File: src/design/psd_window_cfg.svh
// Offsets, command bytes and timing counts of the register window block
`ifndef PSD_WINDOW_CFG_SVH
`define PSD_WINDOW_CFG_SVH

`define WINDOW_BYTES 256
`define OFS_A_LEVEL 8'h00
`define OFS_B_LEVEL 8'h01
`define OFS_A_FUNC 8'h02
`define OFS_B_FUNC 8'h03
`define OFS_A_DOUT 8'h04
`define OFS_B_DOUT 8'h05
`define OFS_A_DIR 8'h06
`define OFS_B_DIR 8'h07
`define OFS_A_DRV 8'h08
`define OFS_B_DRV 8'h09
`define OFS_A_IMC 8'h0A
`define OFS_B_IMC 8'h0B
`define OFS_A_OE 8'h0C
`define OFS_B_OE 8'h0D
`define OFS_C_LEVEL 8'h10
`define OFS_D_LEVEL 8'h11
`define OFS_C_DOUT 8'h12
`define OFS_D_DOUT 8'h13
`define OFS_C_DIR 8'h14
`define OFS_D_DIR 8'h15
`define OFS_C_DRV 8'h16
`define OFS_D_DRV 8'h17
`define OFS_C_IMC 8'h18
`define OFS_C_OE 8'h1A
`define OFS_D_OE 8'h1B
`define OFS_OMC_AB 8'h20
`define OFS_OMC_BC 8'h21
`define OFS_MASK_AB 8'h22
`define OFS_MASK_BC 8'h23
`define OFS_PWR_FIRST 8'hB0
`define OFS_PWR_THIRD 8'hB4
`define OFS_MAIN_LOCK 8'hC0
`define OFS_BOOT_LOCK 8'hC2
`define OFS_PAGE 8'hE0
`define OFS_PLACEMENT 8'hE2

// Placement register bit positions
`define VM_MAIN_DATA 0
`define VM_BOOT_DATA 1
`define VM_MAIN_PROG 2
`define VM_BOOT_PROG 3

// Flash command bytes and unlock addresses
`define UNLOCK_ADDR1 12'h555
`define UNLOCK_ADDR2 12'hAAA
`define UNLOCK_DATA1 8'hAA
`define UNLOCK_DATA2 8'h55
`define CMD_PROGRAM 8'hA0
`define CMD_ERASE_SETUP 8'h80
`define CMD_PROTECT_READ 8'h90
`define CMD_SECTOR_ERASE 8'h30
`define CMD_BULK_ERASE 8'h10
`define CMD_SUSPEND 8'hB0
`define CMD_RESET 8'hF0
`define PROTECT_STATUS_ADDR 2'h2

// Gap allowed between command bytes
`define CLK_MHZ 20
`define BYTE_TIMEOUT_US 80
`define TIMEOUT_CYCLES (`BYTE_TIMEOUT_US * `CLK_MHZ)
`define TMR_W 16
`define BUSY_W 24

`endif

File: src/design/psd_window_pkg.sv
// Types shared by the register window and sector decode
package psd_window_pkg;

  typedef logic [3:0][7:0] port_bytes_t;

  typedef struct packed {
    logic [15:0] addr;
    logic [7:0] wdata;
    logic rd;
    logic wr;
    logic psen;
    logic ale;
  } mcu_bus_s;

  typedef struct packed {
    logic used;
    logic prog;
    logic [15:0] match;
    logic [15:0] care;
  } sel_term_s;

  typedef struct packed {
    logic prog;
    logic erase;
    logic [15:0] addr;
    logic [7:0] data;
    logic [11:0] sectors;
  } flash_op_s;

  typedef enum logic [3:0] {
    FL_READ, FL_UNLOCK1, FL_UNLOCK2, FL_PROG_DATA, FL_ERASE_SETUP,
    FL_ERASE_UNLOCK1, FL_ERASE_UNLOCK2, FL_ERASE_COLLECT,
    FL_PROGRAMMING, FL_ERASING, FL_SUSPENDED, FL_PROTECT_READ
  } flash_state_e;

  typedef struct packed {
    port_bytes_t sync1;
    port_bytes_t sync2;
    port_bytes_t sync3;
    port_bytes_t level;
    port_bytes_t dout;
    port_bytes_t dir;
    port_bytes_t drv;
    logic [7:0] func_a;
    logic [7:0] func_b;
    logic [7:0] omc_ab;
    logic [7:0] omc_bc;
    logic [7:0] mask_ab;
    logic [7:0] mask_bc;
    logic [7:0] pwr_first;
    logic [7:0] pwr_third;
    logic [7:0] page;
    logic [7:0] vm;
    logic [7:0] addr_lo;
    logic [7:0] addr_hi;
    logic [7:0] rdata;
    logic rvalid;
    flash_state_e fst;
    logic [15:0] tmr;
    logic [23:0] busy_cnt;
    flash_op_s op;
  } psd_state_s;

endpackage : psd_window_pkg

File: src/design/sector_select_decode.sv
// Sector select decode built from up to three address terms per sector
`timescale 1ns/1ns
`default_nettype none

module sector_select_decode
#(
  parameter int SECTORS = 12,
  parameter int TERMS = 3
)
(
  input wire logic [15:0] addr_i,
  input wire logic prog_space_i,
  input wire logic data_space_i,
  input wire psd_window_pkg::sel_term_s [SECTORS-1:0][TERMS-1:0] terms_i,
  input wire logic [SECTORS-1:0] prog_allow_i,
  input wire logic [SECTORS-1:0] data_allow_i,
  output logic [SECTORS-1:0] sel_o
);
  import psd_window_pkg::*;

  function automatic logic term_hit(input sel_term_s t,
                                    input logic [15:0] a,
                                    input logic prog_ok,
                                    input logic data_ok);
    logic space_ok;
    space_ok = t.prog ? prog_ok : data_ok;
    return t.used && space_ok && (((a ^ t.match) & t.care) == 16'h0000);
  endfunction : term_hit

  always_comb
  begin
    for (int s = 0; s < SECTORS; s++)
    begin
      sel_o[s] = 1'b0;
      for (int t = 0; t < TERMS; t++)
      begin
        // Product terms OR together, each gated by memory placement
        sel_o[s] = sel_o[s] | term_hit(terms_i[s][t], addr_i,
          prog_space_i & prog_allow_i[s],
          data_space_i & data_allow_i[s]);
      end
    end
  end

endmodule : sector_select_decode

`default_nettype wire

File: src/design/psd_register_window.sv
// Register window, port pins and flash command control
// Behaviour
// - 256-byte register window at user base
// - level registers return synchronised pin levels
// - ports A/B select I/O or address out
// - output-data register drives output pins
// - direction register sets each pin's direction, except pin C3 while ready/busy is enabled
// - drive register: open-drain low, slew high
// - enable registers read pin driver enables
// - macrocell registers read outputs, writes load
// - mask register blocks macrocell loads
// - protection registers are read-only status
// - placement register maps memories into spaces
// - eight main, four boot sectors, lockable
// - sector erase, suspend and resume
// - sector selects from three address terms
// - ready/busy pin low while flash busy
// - flash reads like ROM, plain writes ignored
// - arrays programmed by the program command sequence
// - commands open with two unlock writes
// - bad byte or timeout returns to read
`timescale 1ns/1ns
`default_nettype none
`include "psd_window_cfg.svh"

module psd_register_window #(
  parameter int PROG_CYCLES = 400,
  parameter int ERASE_CYCLES = 20000
)
(
  input wire logic clock_i,
  input wire logic sys_rst_i,
  input wire psd_window_pkg::mcu_bus_s bus_i,
  input wire logic [7:0] window_base_i,
  input wire psd_window_pkg::sel_term_s [11:0][2:0] sel_terms_i,
  input wire psd_window_pkg::port_bytes_t pin_level_i,
  input wire logic [23:0] input_cells_i,
  input wire logic [7:0] main_lock_i,
  input wire logic [3:0] boot_lock_i,
  input wire logic security_i,
  input wire logic ready_busy_enable_i,
  input wire logic [7:0] flash_rdata_i,
  output logic [7:0] rdata_o,
  output logic rvalid_o,
  output psd_window_pkg::port_bytes_t pin_out_o,
  output psd_window_pkg::port_bytes_t pin_oe_n_o,
  output psd_window_pkg::port_bytes_t pin_fast_slew_o,
  output logic [15:0] logic_outputs_o,
  output logic [7:0] power_control_first_o,
  output logic [7:0] power_control_third_o,
  output logic [7:0] address_page_extension_o,
  output logic [11:0] sector_selects_o,
  output logic flash_busy_o,
  output psd_window_pkg::flash_op_s flash_op_o
);
  import psd_window_pkg::*;

  psd_state_s st;
  psd_state_s next_st;
  port_bytes_t drive_en;
  port_bytes_t pin_src;
  logic [11:0] sel;
  logic [11:0] lock;
  logic win_hit;
  logic win_rd;
  logic win_wr;
  logic fl_wr;
  logic fl_rd;
  logic [11:0] cmd_addr;
  logic [7:0] wd;
  logic hit_locked;
  logic is_unlock1;
  logic is_unlock2;
  logic busy;

  ////////////////////////////////////////////////////////////////////////
  // Decode of window and sector selects

  assign lock = {boot_lock_i, main_lock_i};
  assign win_hit = (bus_i.rd | bus_i.wr) &&
                   (bus_i.addr[15:8] == window_base_i);
  assign win_rd = win_hit & bus_i.rd;
  assign win_wr = win_hit & bus_i.wr;
  assign fl_wr = bus_i.wr & ~win_hit & (|sel);
  assign fl_rd = (bus_i.rd | bus_i.psen) & ~win_hit & (|sel);
  assign cmd_addr = bus_i.addr[11:0];
  assign wd = bus_i.wdata;
  assign hit_locked = |(sel & lock);
  assign is_unlock1 = (cmd_addr == `UNLOCK_ADDR1) &&
                      (wd == `UNLOCK_DATA1);
  assign is_unlock2 = (cmd_addr == `UNLOCK_ADDR2) &&
                      (wd == `UNLOCK_DATA2);
  assign busy = (st.fst == FL_PROGRAMMING) || (st.fst == FL_ERASING);

  sector_select_decode #(
    .SECTORS(12),
    .TERMS(3)
  ) u_sector_decode (
    .addr_i(bus_i.addr),
    .prog_space_i(bus_i.psen),
    .data_space_i(bus_i.rd | bus_i.wr),
    .terms_i(sel_terms_i),
    .prog_allow_i({{4{st.vm[`VM_BOOT_PROG]}}, {8{st.vm[`VM_MAIN_PROG]}}}),
    .data_allow_i({{4{st.vm[`VM_BOOT_DATA]}}, {8{st.vm[`VM_MAIN_DATA]}}}),
    .sel_o(sel)
  );

  ////////////////////////////////////////////////////////////////////////
  // Pin drivers

  always_comb
  begin
    for (int p = 0; p < 4; p++)
    begin
      for (int b = 0; b < 8; b++)
      begin
        pin_src[p][b] = st.dout[p][b];
        if (p == 0 && st.func_a[b])
        begin
          pin_src[p][b] = st.addr_lo[b];
        end
        if (p == 1 && st.func_b[b])
        begin
          pin_src[p][b] = st.addr_hi[b];
        end
        drive_en[p][b] = st.dir[p][b];
        if (b < 4 && st.drv[p][b] && pin_src[p][b])
        begin
          drive_en[p][b] = 1'b0;
        end
        pin_fast_slew_o[p][b] = (b >= 4) && st.drv[p][b];
      end
    end
    if (ready_busy_enable_i)
    begin
      pin_src[2][3] = ~busy;
      drive_en[2][3] = 1'b1;
    end
  end

  assign pin_out_o = pin_src;
  assign pin_oe_n_o = ~drive_en;

  ////////////////////////////////////////////////////////////////////////
  // Next state

  always_comb
  begin
    next_st = st;
    next_st.rvalid = 1'b0;
    next_st.op.prog = 1'b0;
    next_st.op.erase = 1'b0;
    next_st.sync1 = pin_level_i;
    next_st.sync2 = st.sync1;
    next_st.sync3 = st.sync2;
    next_st.level = (st.sync2 & ~(st.sync2 ^ st.sync3)) |
                    (st.level & (st.sync2 ^ st.sync3));
    if (bus_i.ale)
    begin
      next_st.addr_lo = bus_i.addr[7:0];
      next_st.addr_hi = bus_i.addr[15:8];
    end
    if (win_wr)
    begin
      case (bus_i.addr[7:0])
        `OFS_A_FUNC: next_st.func_a = wd;
        `OFS_B_FUNC: next_st.func_b = wd;
        `OFS_A_DOUT: next_st.dout[0] = wd;
        `OFS_B_DOUT: next_st.dout[1] = wd;
        `OFS_C_DOUT: next_st.dout[2] = wd;
        `OFS_D_DOUT: next_st.dout[3] = wd;
        `OFS_A_DIR: next_st.dir[0] = wd;
        `OFS_B_DIR: next_st.dir[1] = wd;
        `OFS_C_DIR: next_st.dir[2] = wd;
        `OFS_D_DIR: next_st.dir[3] = wd;
        `OFS_A_DRV: next_st.drv[0] = wd;
        `OFS_B_DRV: next_st.drv[1] = wd;
        `OFS_C_DRV: next_st.drv[2] = wd;
        `OFS_D_DRV: next_st.drv[3] = wd;
        `OFS_OMC_AB: next_st.omc_ab = (st.omc_ab & st.mask_ab) |
                                      (wd & ~st.mask_ab);
        `OFS_OMC_BC: next_st.omc_bc = (st.omc_bc & st.mask_bc) |
                                      (wd & ~st.mask_bc);
        `OFS_MASK_AB: next_st.mask_ab = wd;
        `OFS_MASK_BC: next_st.mask_bc = wd;
        `OFS_PWR_FIRST: next_st.pwr_first = wd;
        `OFS_PWR_THIRD: next_st.pwr_third = wd;
        `OFS_PAGE: next_st.page = wd;
        `OFS_PLACEMENT: next_st.vm = wd;
        default: next_st.page = st.page;
      endcase
    end
    if (win_rd)
    begin
      next_st.rvalid = 1'b1;
      case (bus_i.addr[7:0])
        `OFS_A_LEVEL: next_st.rdata = st.level[0];
        `OFS_B_LEVEL: next_st.rdata = st.level[1];
        `OFS_C_LEVEL: next_st.rdata = st.level[2];
        `OFS_D_LEVEL: next_st.rdata = st.level[3];
        `OFS_A_FUNC: next_st.rdata = st.func_a;
        `OFS_B_FUNC: next_st.rdata = st.func_b;
        `OFS_A_DOUT: next_st.rdata = st.dout[0];
        `OFS_B_DOUT: next_st.rdata = st.dout[1];
        `OFS_C_DOUT: next_st.rdata = st.dout[2];
        `OFS_D_DOUT: next_st.rdata = st.dout[3];
        `OFS_A_DIR: next_st.rdata = st.dir[0];
        `OFS_B_DIR: next_st.rdata = st.dir[1];
        `OFS_C_DIR: next_st.rdata = st.dir[2];
        `OFS_D_DIR: next_st.rdata = st.dir[3];
        `OFS_A_DRV: next_st.rdata = st.drv[0];
        `OFS_B_DRV: next_st.rdata = st.drv[1];
        `OFS_C_DRV: next_st.rdata = st.drv[2];
        `OFS_D_DRV: next_st.rdata = st.drv[3];
        `OFS_A_IMC: next_st.rdata = input_cells_i[7:0];
        `OFS_B_IMC: next_st.rdata = input_cells_i[15:8];
        `OFS_C_IMC: next_st.rdata = input_cells_i[23:16];
        `OFS_A_OE: next_st.rdata = drive_en[0];
        `OFS_B_OE: next_st.rdata = drive_en[1];
        `OFS_C_OE: next_st.rdata = drive_en[2];
        `OFS_D_OE: next_st.rdata = drive_en[3];
        `OFS_OMC_AB: next_st.rdata = st.omc_ab;
        `OFS_OMC_BC: next_st.rdata = st.omc_bc;
        `OFS_MASK_AB: next_st.rdata = st.mask_ab;
        `OFS_MASK_BC: next_st.rdata = st.mask_bc;
        `OFS_PWR_FIRST: next_st.rdata = st.pwr_first;
        `OFS_PWR_THIRD: next_st.rdata = st.pwr_third;
        `OFS_MAIN_LOCK: next_st.rdata = main_lock_i;
        `OFS_BOOT_LOCK: next_st.rdata = {security_i, 3'h0,
                                         boot_lock_i};
        `OFS_PAGE: next_st.rdata = st.page;
        `OFS_PLACEMENT: next_st.rdata = st.vm;
        default: next_st.rdata = 8'h00;
      endcase
    end
    else if (fl_rd)
    begin
      next_st.rvalid = 1'b1;
      next_st.rdata = flash_rdata_i;
      if (st.fst == FL_PROTECT_READ &&
          bus_i.addr[1:0] == `PROTECT_STATUS_ADDR)
      begin
        next_st.rdata = {7'h00, hit_locked};
      end
    end

    // Flash command sequencer; byte gap timer reloads on each flash write and counts down in every state
    if (st.tmr != 16'h0000)
    begin
      next_st.tmr = st.tmr - 16'h0001;
    end
    if (fl_wr)
    begin
      next_st.tmr = 16'(`TIMEOUT_CYCLES);
    end
    case (st.fst)
      FL_READ:
      begin
        if (fl_wr && is_unlock1)
        begin
          next_st.fst = FL_UNLOCK1;
        end
      end
      FL_UNLOCK1, FL_ERASE_UNLOCK1:
      begin
        if (fl_wr)
        begin
          next_st.fst = !is_unlock2 ? FL_READ :
            (st.fst == FL_UNLOCK1) ? FL_UNLOCK2 : FL_ERASE_UNLOCK2;
        end
        else if (st.tmr == 16'h0001)
        begin
          next_st.fst = FL_READ;
        end
      end
      FL_UNLOCK2, FL_ERASE_SETUP, FL_ERASE_UNLOCK2, FL_PROG_DATA:
      begin
        if (fl_wr)
        begin
          next_st.fst = FL_READ;
          if (st.fst == FL_PROG_DATA && !hit_locked)
          begin
            next_st.op.addr = bus_i.addr;
            next_st.op.data = wd;
            next_st.busy_cnt = `BUSY_W'(PROG_CYCLES);
            next_st.fst = FL_PROGRAMMING;
          end
          else if (st.fst == FL_ERASE_SETUP && is_unlock1)
          begin
            next_st.fst = FL_ERASE_UNLOCK1;
          end
          else if (st.fst == FL_UNLOCK2 && cmd_addr == `UNLOCK_ADDR1)
          begin
            case (wd)
              `CMD_PROGRAM: next_st.fst = FL_PROG_DATA;
              `CMD_ERASE_SETUP: next_st.fst = FL_ERASE_SETUP;
              `CMD_PROTECT_READ: next_st.fst = FL_PROTECT_READ;
              default: next_st.fst = FL_READ;
            endcase
          end
          else if (st.fst == FL_ERASE_UNLOCK2)
          begin
            if (wd == `CMD_SECTOR_ERASE)
            begin
              next_st.op.sectors = sel & ~lock;
              next_st.fst = FL_ERASE_COLLECT;
            end
            else if (wd == `CMD_BULK_ERASE && cmd_addr == `UNLOCK_ADDR1)
            begin
              next_st.op.sectors = (|sel[7:0]) ? {4'h0, ~main_lock_i} :
                                                {~boot_lock_i, 8'h00};
              next_st.busy_cnt = `BUSY_W'(ERASE_CYCLES);
              next_st.fst = FL_ERASING;
            end
          end
        end
        else if (st.tmr == 16'h0001)
        begin
          next_st.fst = FL_READ;
        end
      end
      FL_ERASE_COLLECT:
      begin
        if (fl_wr && wd == `CMD_SECTOR_ERASE)
        begin
          next_st.op.sectors = st.op.sectors | (sel & ~lock);
        end
        else if (fl_wr)
        begin
          next_st.fst = FL_READ;
        end
        else if (st.tmr == 16'h0001)
        begin
          next_st.busy_cnt = `BUSY_W'(ERASE_CYCLES);
          next_st.fst = (st.op.sectors == 12'h000) ? FL_READ : FL_ERASING;
        end
      end
      FL_PROGRAMMING, FL_ERASING:
      begin
        next_st.busy_cnt = st.busy_cnt - `BUSY_W'(1);
        if (st.fst == FL_ERASING && fl_wr && wd == `CMD_SUSPEND)
        begin
          next_st.busy_cnt = st.busy_cnt;
          next_st.fst = FL_SUSPENDED;
        end
        else if (st.busy_cnt <= `BUSY_W'(1))
        begin
          next_st.op.prog = (st.fst == FL_PROGRAMMING);
          next_st.op.erase = (st.fst == FL_ERASING);
          next_st.fst = FL_READ;
        end
      end
      FL_SUSPENDED:
      begin
        if (fl_wr && wd == `CMD_SECTOR_ERASE)
        begin
          next_st.fst = FL_ERASING;
        end
      end
      FL_PROTECT_READ:
      begin
        if (fl_wr && wd == `CMD_RESET)
        begin
          next_st.fst = FL_READ;
        end
      end
      default: next_st.fst = FL_READ;
    endcase
    if (fl_wr && wd == `CMD_RESET && !busy && st.fst != FL_SUSPENDED)
    begin
      next_st.fst = FL_READ;
    end
  end

  always_ff @(posedge clock_i)
  begin
    if (sys_rst_i)
    begin
      st <= '0;
    end
    else
    begin
      st <= next_st;
    end
  end

  assign rdata_o = st.rdata;
  assign rvalid_o = st.rvalid;
  assign logic_outputs_o = {st.omc_bc, st.omc_ab};
  assign power_control_first_o = st.pwr_first;
  assign power_control_third_o = st.pwr_third;
  assign address_page_extension_o = st.page;
  assign sector_selects_o = sel;
  assign flash_busy_o = busy;
  assign flash_op_o = st.op;
endmodule : psd_register_window

`default_nettype wire

File: config.mk
export PLATFORM = sky130hd
export DESIGN_NAME = psd_register_window
export DESIGN_NICKNAME = d
export VERILOG_FILES = /design/src/design/psd_window_pkg.sv /design/src/design/sector_select_decode.sv /design/src/design/psd_register_window.sv
export VERILOG_INCLUDE_DIRS = /design/src /design/src/design
export SDC_FILE = /design/constraint.sdc
export NUM_CORES = 2
export LEC_CHECK = 0
export BUFFER_PORTS_ARGS = -buffer_cell sky130_fd_sc_hd__buf_2
export CAP_MARGIN = 20
export CORE_AREA = 4 4 590 592
export CTS_CLUSTER_SIZE = 10
export DETAILED_ROUTE_END_ITERATION = 16
export DIE_AREA = 0 0 594 596
export PLACE_DENSITY = 0.35
export SLEW_MARGIN = 30
export SYNTH_ARGS = -nofsm -noshare
export SYNTH_HDL_FRONTEND = slang
export SYNTH_SLANG_ARGS = --single-unit
File: constraint.sdc
create_clock -name clock_i -period 4.55 [get_ports clock_i]
set_clock_uncertainty 0.2 [all_clocks]
set_input_delay 0.455 -clock clock_i [delete_from_list [all_inputs] [get_ports clock_i]]
set_output_delay 0.455 -clock clock_i [all_outputs]
set_load 0.01 [all_outputs]
# [Word-level counts from Yosys, hierarchy flattened]
# Index checks and enable logic that the tools add are counted.
# Widths: inputs -> output; s select.
[totals] inputBits=1340 out_inout_bits=196 register_bits=411 wordCells=572
[op_classes] addsub=2 n_reduce_logical=185 magnitude_cmp=1 bitwise_logic=132 mux=120 n_eq_ne=81
[ops] operator="$and 16x16->16" count=36
[ops] operator="$logic_not 16->1" count=36
[ops] operator="$xor 16x16->16" count=36
[ops] operator="$pmux 8 s35" count=1
[ops] operator="$mux 24" count=11
[ops] operator="$mux 12" count=9
[ops] operator="$logic_and 1x1->1" count=103
[ops] operator="$eq 8x5->1 const B" count=12
[ops] operator="$eq 8x8->1 const B" count=12
[ops] operator="$mux 4" count=18
[ops] operator="$pmux 24 s3" count=1
[ops] operator="$mux 1" count=70
[ops] operator="$and 32x32->32" count=2
[ops] operator="$not 32->32" count=2
[ops] operator="$eq 8x4->1 const B" count=6
[ops] operator="$reduce_and 2->1" count=22
[ops] operator="$eq 8x6->1 const B" count=5
[ops] operator="$and 8x8->8" count=4
[ops] operator="$eq 8x3->1 const B" count=4
[ops] operator="$or 32x32->32" count=1
[ops] operator="$xor 32x32->32" count=1
[ops] operator="$pmux 4 s7" count=1
[ops] operator="$or 1x1->1" count=26
[ops] operator="$and 12x12->12" count=2
[ops] operator="other kinds (48)" count=100

# [Logic depth before layout (Yosys ltp)]
[logic_depth] word_depth=17 depth_mapped=17 depth_no_buf=12

# [Cells and area by module]
# A second synthesis with hierarchy kept.
[hier_totals] cells_unflattened=3423 area_unflattened_um2=28721.3
[modules_own_cells] mod="psd_register_window" seq_area_each_um2=8227.9 area_per_inst_um2=19099.6 cells_per_inst=2322 instances=1
[modules_own_cells] mod="sector_select_decode" seq_area_each_um2=0.0 area_per_inst_um2=9621.7 cells_per_inst=1101 instances=1

# [Worst setup path before layout]
# No wires, ideal clock.
[synth_timing] path_type="input -> register" start="input bus_i[21] in the netlist's numbering" end="register st[53] in the netlist's numbering" stages=13 path_slack_ps=1141 required_time_ps=4218 setup_ps=132 n_path_buf=5 arrival_ps=3076 path_cell_list="buf_4 buf_6 buf_6 or4bb_1 nor3_1 nand4_1 or4b_1 nand2b_1 and4_1 buf_2 buf_2 o31ai_1 a21oi_1"
[synth_via] elab_chain_cells=13 word_cells_on_any_way=199 classes_between="11 x eq/ne; 3 x mux; 100 x bitwise; 85 x reduce/logical"
[synth_rtl] element="start, declared" line_no="psd_register_window.sv:33" rtl="input wire psd_window_pkg::mcu_bus_s bus_i,"
[synth_rtl] element="$xor 16x16->16" line_no="sector_select_decode.sv:27" rtl="return t.used && space_ok && (((a ^ t.match) & t.care) == 16'h0000);"
[synth_rtl] element="$and 16x16->16" line_no="sector_select_decode.sv:27"
[synth_rtl] element="$logic_not 16->1" line_no="sector_select_decode.sv:27"
[synth_rtl] element="$logic_and 1x1->1" line_no="sector_select_decode.sv:27"
[synth_rtl] element="$or 1x1->1 (2 in a row)" line_no="sector_select_decode.sv:38" rtl="sel_o[s] = sel_o[s] | term_hit(terms_i[s][t], addr_i,"
[synth_rtl] element="$and 12x12->12" line_no="psd_register_window.sv:88" rtl="assign hit_locked = |(sel & lock);"
[synth_rtl] element="$reduce_or 12->1" line_no="psd_register_window.sv:88"
[synth_rtl] element="$logic_not 1->1" line_no="psd_register_window.sv:281" rtl="if (st.fst == FL_PROG_DATA && !hit_locked)"
[synth_rtl] element="$logic_and 1x1->1" line_no="psd_register_window.sv:281"
[synth_rtl] element="$mux 24" line_no="psd_register_window.sv:281"
[synth_rtl] element="$mux 24" line_no="psd_register_window.sv:278" rtl="if (fl_wr)"
[synth_rtl] element="$pmux 24 s3" line_no="psd_register_window.sv:256" rtl="case (st.fst)"
[synth_rtl] element="end signal, assigned" line_no="psd_register_window.sv:383" rtl="st <= next_st;"
[synth_rtl] element="end, declared" line_no="psd_register_window.sv:58" rtl="psd_state_s st;"
# Parallel ways exist; a longest one is shown, timed or not. The select of a mux whose other input is x is not followed.
# A chain may end at the register's enable or synchronous reset.

# [Final worst setup path]
[layout_timing] start="input bus_i[19] in the netlist's numbering" end="register st[54] in the netlist's numbering"
# The elaborated chain is that of the path after synthesis.

==> impl_metrics.json <==
{
  "status": "completed",
  "layout_common_cells": "buf_2 (1502), xor2_1 (582), nand2_1 (561)",
  "cts-root-buf": "clkbuf_16",
  "wl_um": 322000,
  "criticalPathCategory": "input port to flop",
  "grt_overflow": 0,
  "cts_tree": "yes",
  "synthMuxAreaShare_pct": 2.570,
  "avgViaCountPerCell": 3.710,
  "leakage_nw": 19.43,
  "worstMarginPinSlew_ns": 0.9765,
  "vias": 37101,
  "drive_gt1_share_pct": 39.35,
  "maxSlewViolCount": 0,
  "max-cap-violations": 0,
  "period_share_pct": 95.45,
  "synth_warnings": 0,
  "cts_sinks": 411,
  "arrival_ns": 4.60,
  "cts_max_level": 2,
  "endpoint_kind": "flop",
  "vdd_drop_max_v": 0.0002881,
  "startpoint": "bus_i[19]",
  "clock_path_buffers": 3,
  "start_kind": "input port",
  "die_x_um": 594,
  "numCtsBuffers": 53,
  "area_growth_syn_to_layout_pct": 61.81,
  "grt_pass1_vias": 37234,
  "ys_types": 90,
  "instances_no_fill": 10001,
  "synthCells": 3623,
  "finalHoldViolCount": 0,
  "start_util_pct": 8.445,
  "async_flop_share_pct": 0,
  "dieArea_um2": 354000,
  "mostFrequentLayoutCell": "buf_2",
  "power_density_nw_per_um2": 261.9,
  "finalCriticalPeriod_ns": 4.343,
  "antenna_found_initial": 160,
  "holdCritStartpoint": "sys_rst_i",
  "ys_ff_latch": 411,
  "fin_ws_ns": 0.2070,
  "synthSimpleGateAreaFrac_pct": 19.19,
  "relSlewSlack_pct": 34.54,
  "path_max_fanout": 16,
  "drc": 0,
  "ios": 1536,
  "ant_nets": 0,
  "placed_area_um2": 44590,
  "tns_ns": 0,
  "synthAdderAreaFrac_pct": 0.1731,
  "fillers": 39478,
  "yosysSeqAreaShare_pct": 28.45,
  "dr.pass1.iters": 6,
  "clock.fmax_ghz": 0.2303,
  "rsz0062_at_grt": "false",
  "grt_start_max_net_pins": 134,
  "post-place-cells": 9813,
  "synth_top_family_by_area": "compound AO/OA/AOI/OAI gates",
  "setup_viol": 0,
  "synth_edf_count": 0,
  "hpwl_um": 281600,
  "clk_latency_ns": 0.66,
  "die-height_um": 596,
  "path_clk_slew_ns": 0.05,
  "synth-xor-area-share_pct": 18.17,
  "gp_congestion": 0.9507,
  "core-area_um2": 342400,
  "hp-class": "input port to flop",
  "avgSynthCellArea_um2": 7.982,
  "synth-main-ff-cell": "dfxtp_1",
  "gr-usage-all-layers_pct": 17.23,
  "r2r_start": "st[108]",
  "worstPathRequired_ns": 4.81,
  "synth_compound_area_share_pct": 22.96,
  "rows": 215,
  "design_area_um2": 46800,
  "initialDrtViolationCount": 3479,
  "synth_area_um2": 28920,
  "io_buffers": 1519,
  "wl_per_cell_um": 32.19,
  "grt_first_pass_wirelength_um": 400500,
  "dp_slack_ns": -0.6285,
  "final_nets": 6694
}
[where the power goes]
group / internal [W] / switching, W
clock: 0.00231 / 0.00177
combinational: 0.00165 / 0.00259
sequential: 0.00378 / 0.000165
total: 0.00774 / 0.00452
[logic make-up (layout without fill, tap and decap cells)]
| group | count (synthesis) | after routing |
|---|---|---|
| buffers and inverters | 397 | 2139 |
| adders and majority gates | 4 | 4 |
| AOI/OAI and AO/OA | 961 | 961 |
| DFF | 411 | 411 |
| other | 1 | 80 |
| xor gates and xnor gates | 599 | 599 |
| and+or+nand+nor | 1178 | 1178 |
| muxes | 72 | 72 |
[path summary, 6_finish.rpt]
path | endpoint | slack (ns) | depth (start not counted)
worst max-delay path | st[54] | 0.21 | 19
worst min-delay path | next_st[354] | 0.06 | 2
worst max register to register | st[45] | 0.30 | 13
worst min register to register | next_st[328] | 0.22 | 1
[synth_stat cells (all sizes together), types with 12 or more instances]
| cell type | n | area share [%] |
|---|---|---|
| nor2b | 103 | 2.2 |
| xnor2 | 15 | 0.45 |
| xor2 | 584 | 18 |
| nor2 | 158 | 2.1 |
| nand4 | 118 | 2.6 |
| nor4 | 34 | 0.79 |
| o31ai | 17 | 0.44 |
| nand3 | 36 | 0.62 |
| or3 | 13 | 0.28 |
| buf | 228 | 6.3 |
| a2111oi | 17 | 0.54 |
| mux2i | 54 | 1.9 |
| inv | 53 | 0.69 |
| nand2b | 15 | 0.32 |
| a22oi | 337 | 8.7 |
| a21oi | 264 | 4.6 |
| nor3 | 84 | 1.6 |
| o21ai | 93 | 1.6 |
| dfxtp | 411 | 28 |
| mux2 | 18 | 0.70 |
| a221oi | 58 | 1.8 |
| and3 | 15 | 0.32 |
| nand2 | 565 | 7.4 |
| o211ai | 12 | 0.35 |
| clkbuf | 115 | 1.5 |
| a21boi | 17 | 0.44 |
| a222oi | 13 | 0.45 |
| a22o | 39 | 1.2 |
| o211a | 14 | 0.48 |
[worst max-delay path: stages]
cell and delay, ns:
buf_6 0.28, buf_4 0.25, buf_4 0.25, xor2_1 0.29, a22oi_1 0.11, nand4_1 0.32, buf_12 0.17, nor3_1 0.08
nor4_2 0.45, buf_4 0.24, nand3_1 0.10, nor4b_2 0.27, buf_4 0.20, nand4bb_1 0.15, and4_1 0.27, buf_12 0.16
buf_4 0.14, o31ai_1 0.23, a21oi_1 0.09
[area by class of cell]
class,instances,area (um^2),share of cell area [%]
Multi-Input combinational cell,2830,18580,39.70
Timing Repair Buffer,2000,12310,26.30
Sequential cell,411,8228,17.58
Tap cell,4557,5702,12.18
Clock buffer,73,1471,3.144
Inverter,54,202.7,0.4331
Antenna cell,64,160.2,0.3422
Clock inverter,12,147.6,0.3155
[metrics by stage]
| step | hold WS, ns | total power [W] | util [%] |
|---|---|---|---|
| floorplan | 0.2138 | 0.005963 | - |
| global placement | 0.2204 | 0.008260 | 13.00 |
| detailed placement | 0.2231 | 0.008252 | 13.02 |
| CTS | 0.01187 | 0.01244 | 13.61 |
| global route | 0.06422 | 0.01290 | 13.65 |
| finish | 0.05501 | 0.01226 | 13.67 |
[repair_timing]
item | in CTS | in global routing
hold buffers | 39 | 0
buffers inserted | 0 | 0
gates resized for setup | 0 | 4
setup endpoints to repair | 0 | 16
endpoints found under the hold margin | 39 | 0
[layer usage]
layer | share of wire, % | global-route usage [%]
met4 | 3.5 | 5.291
met3 | 7.5 | 4.546
met1 | 38 | 19.65
met2 | 51 | 31.17
met5 | 0.13 | 0
No activity file was read; power rests on OpenSTA's default activity.
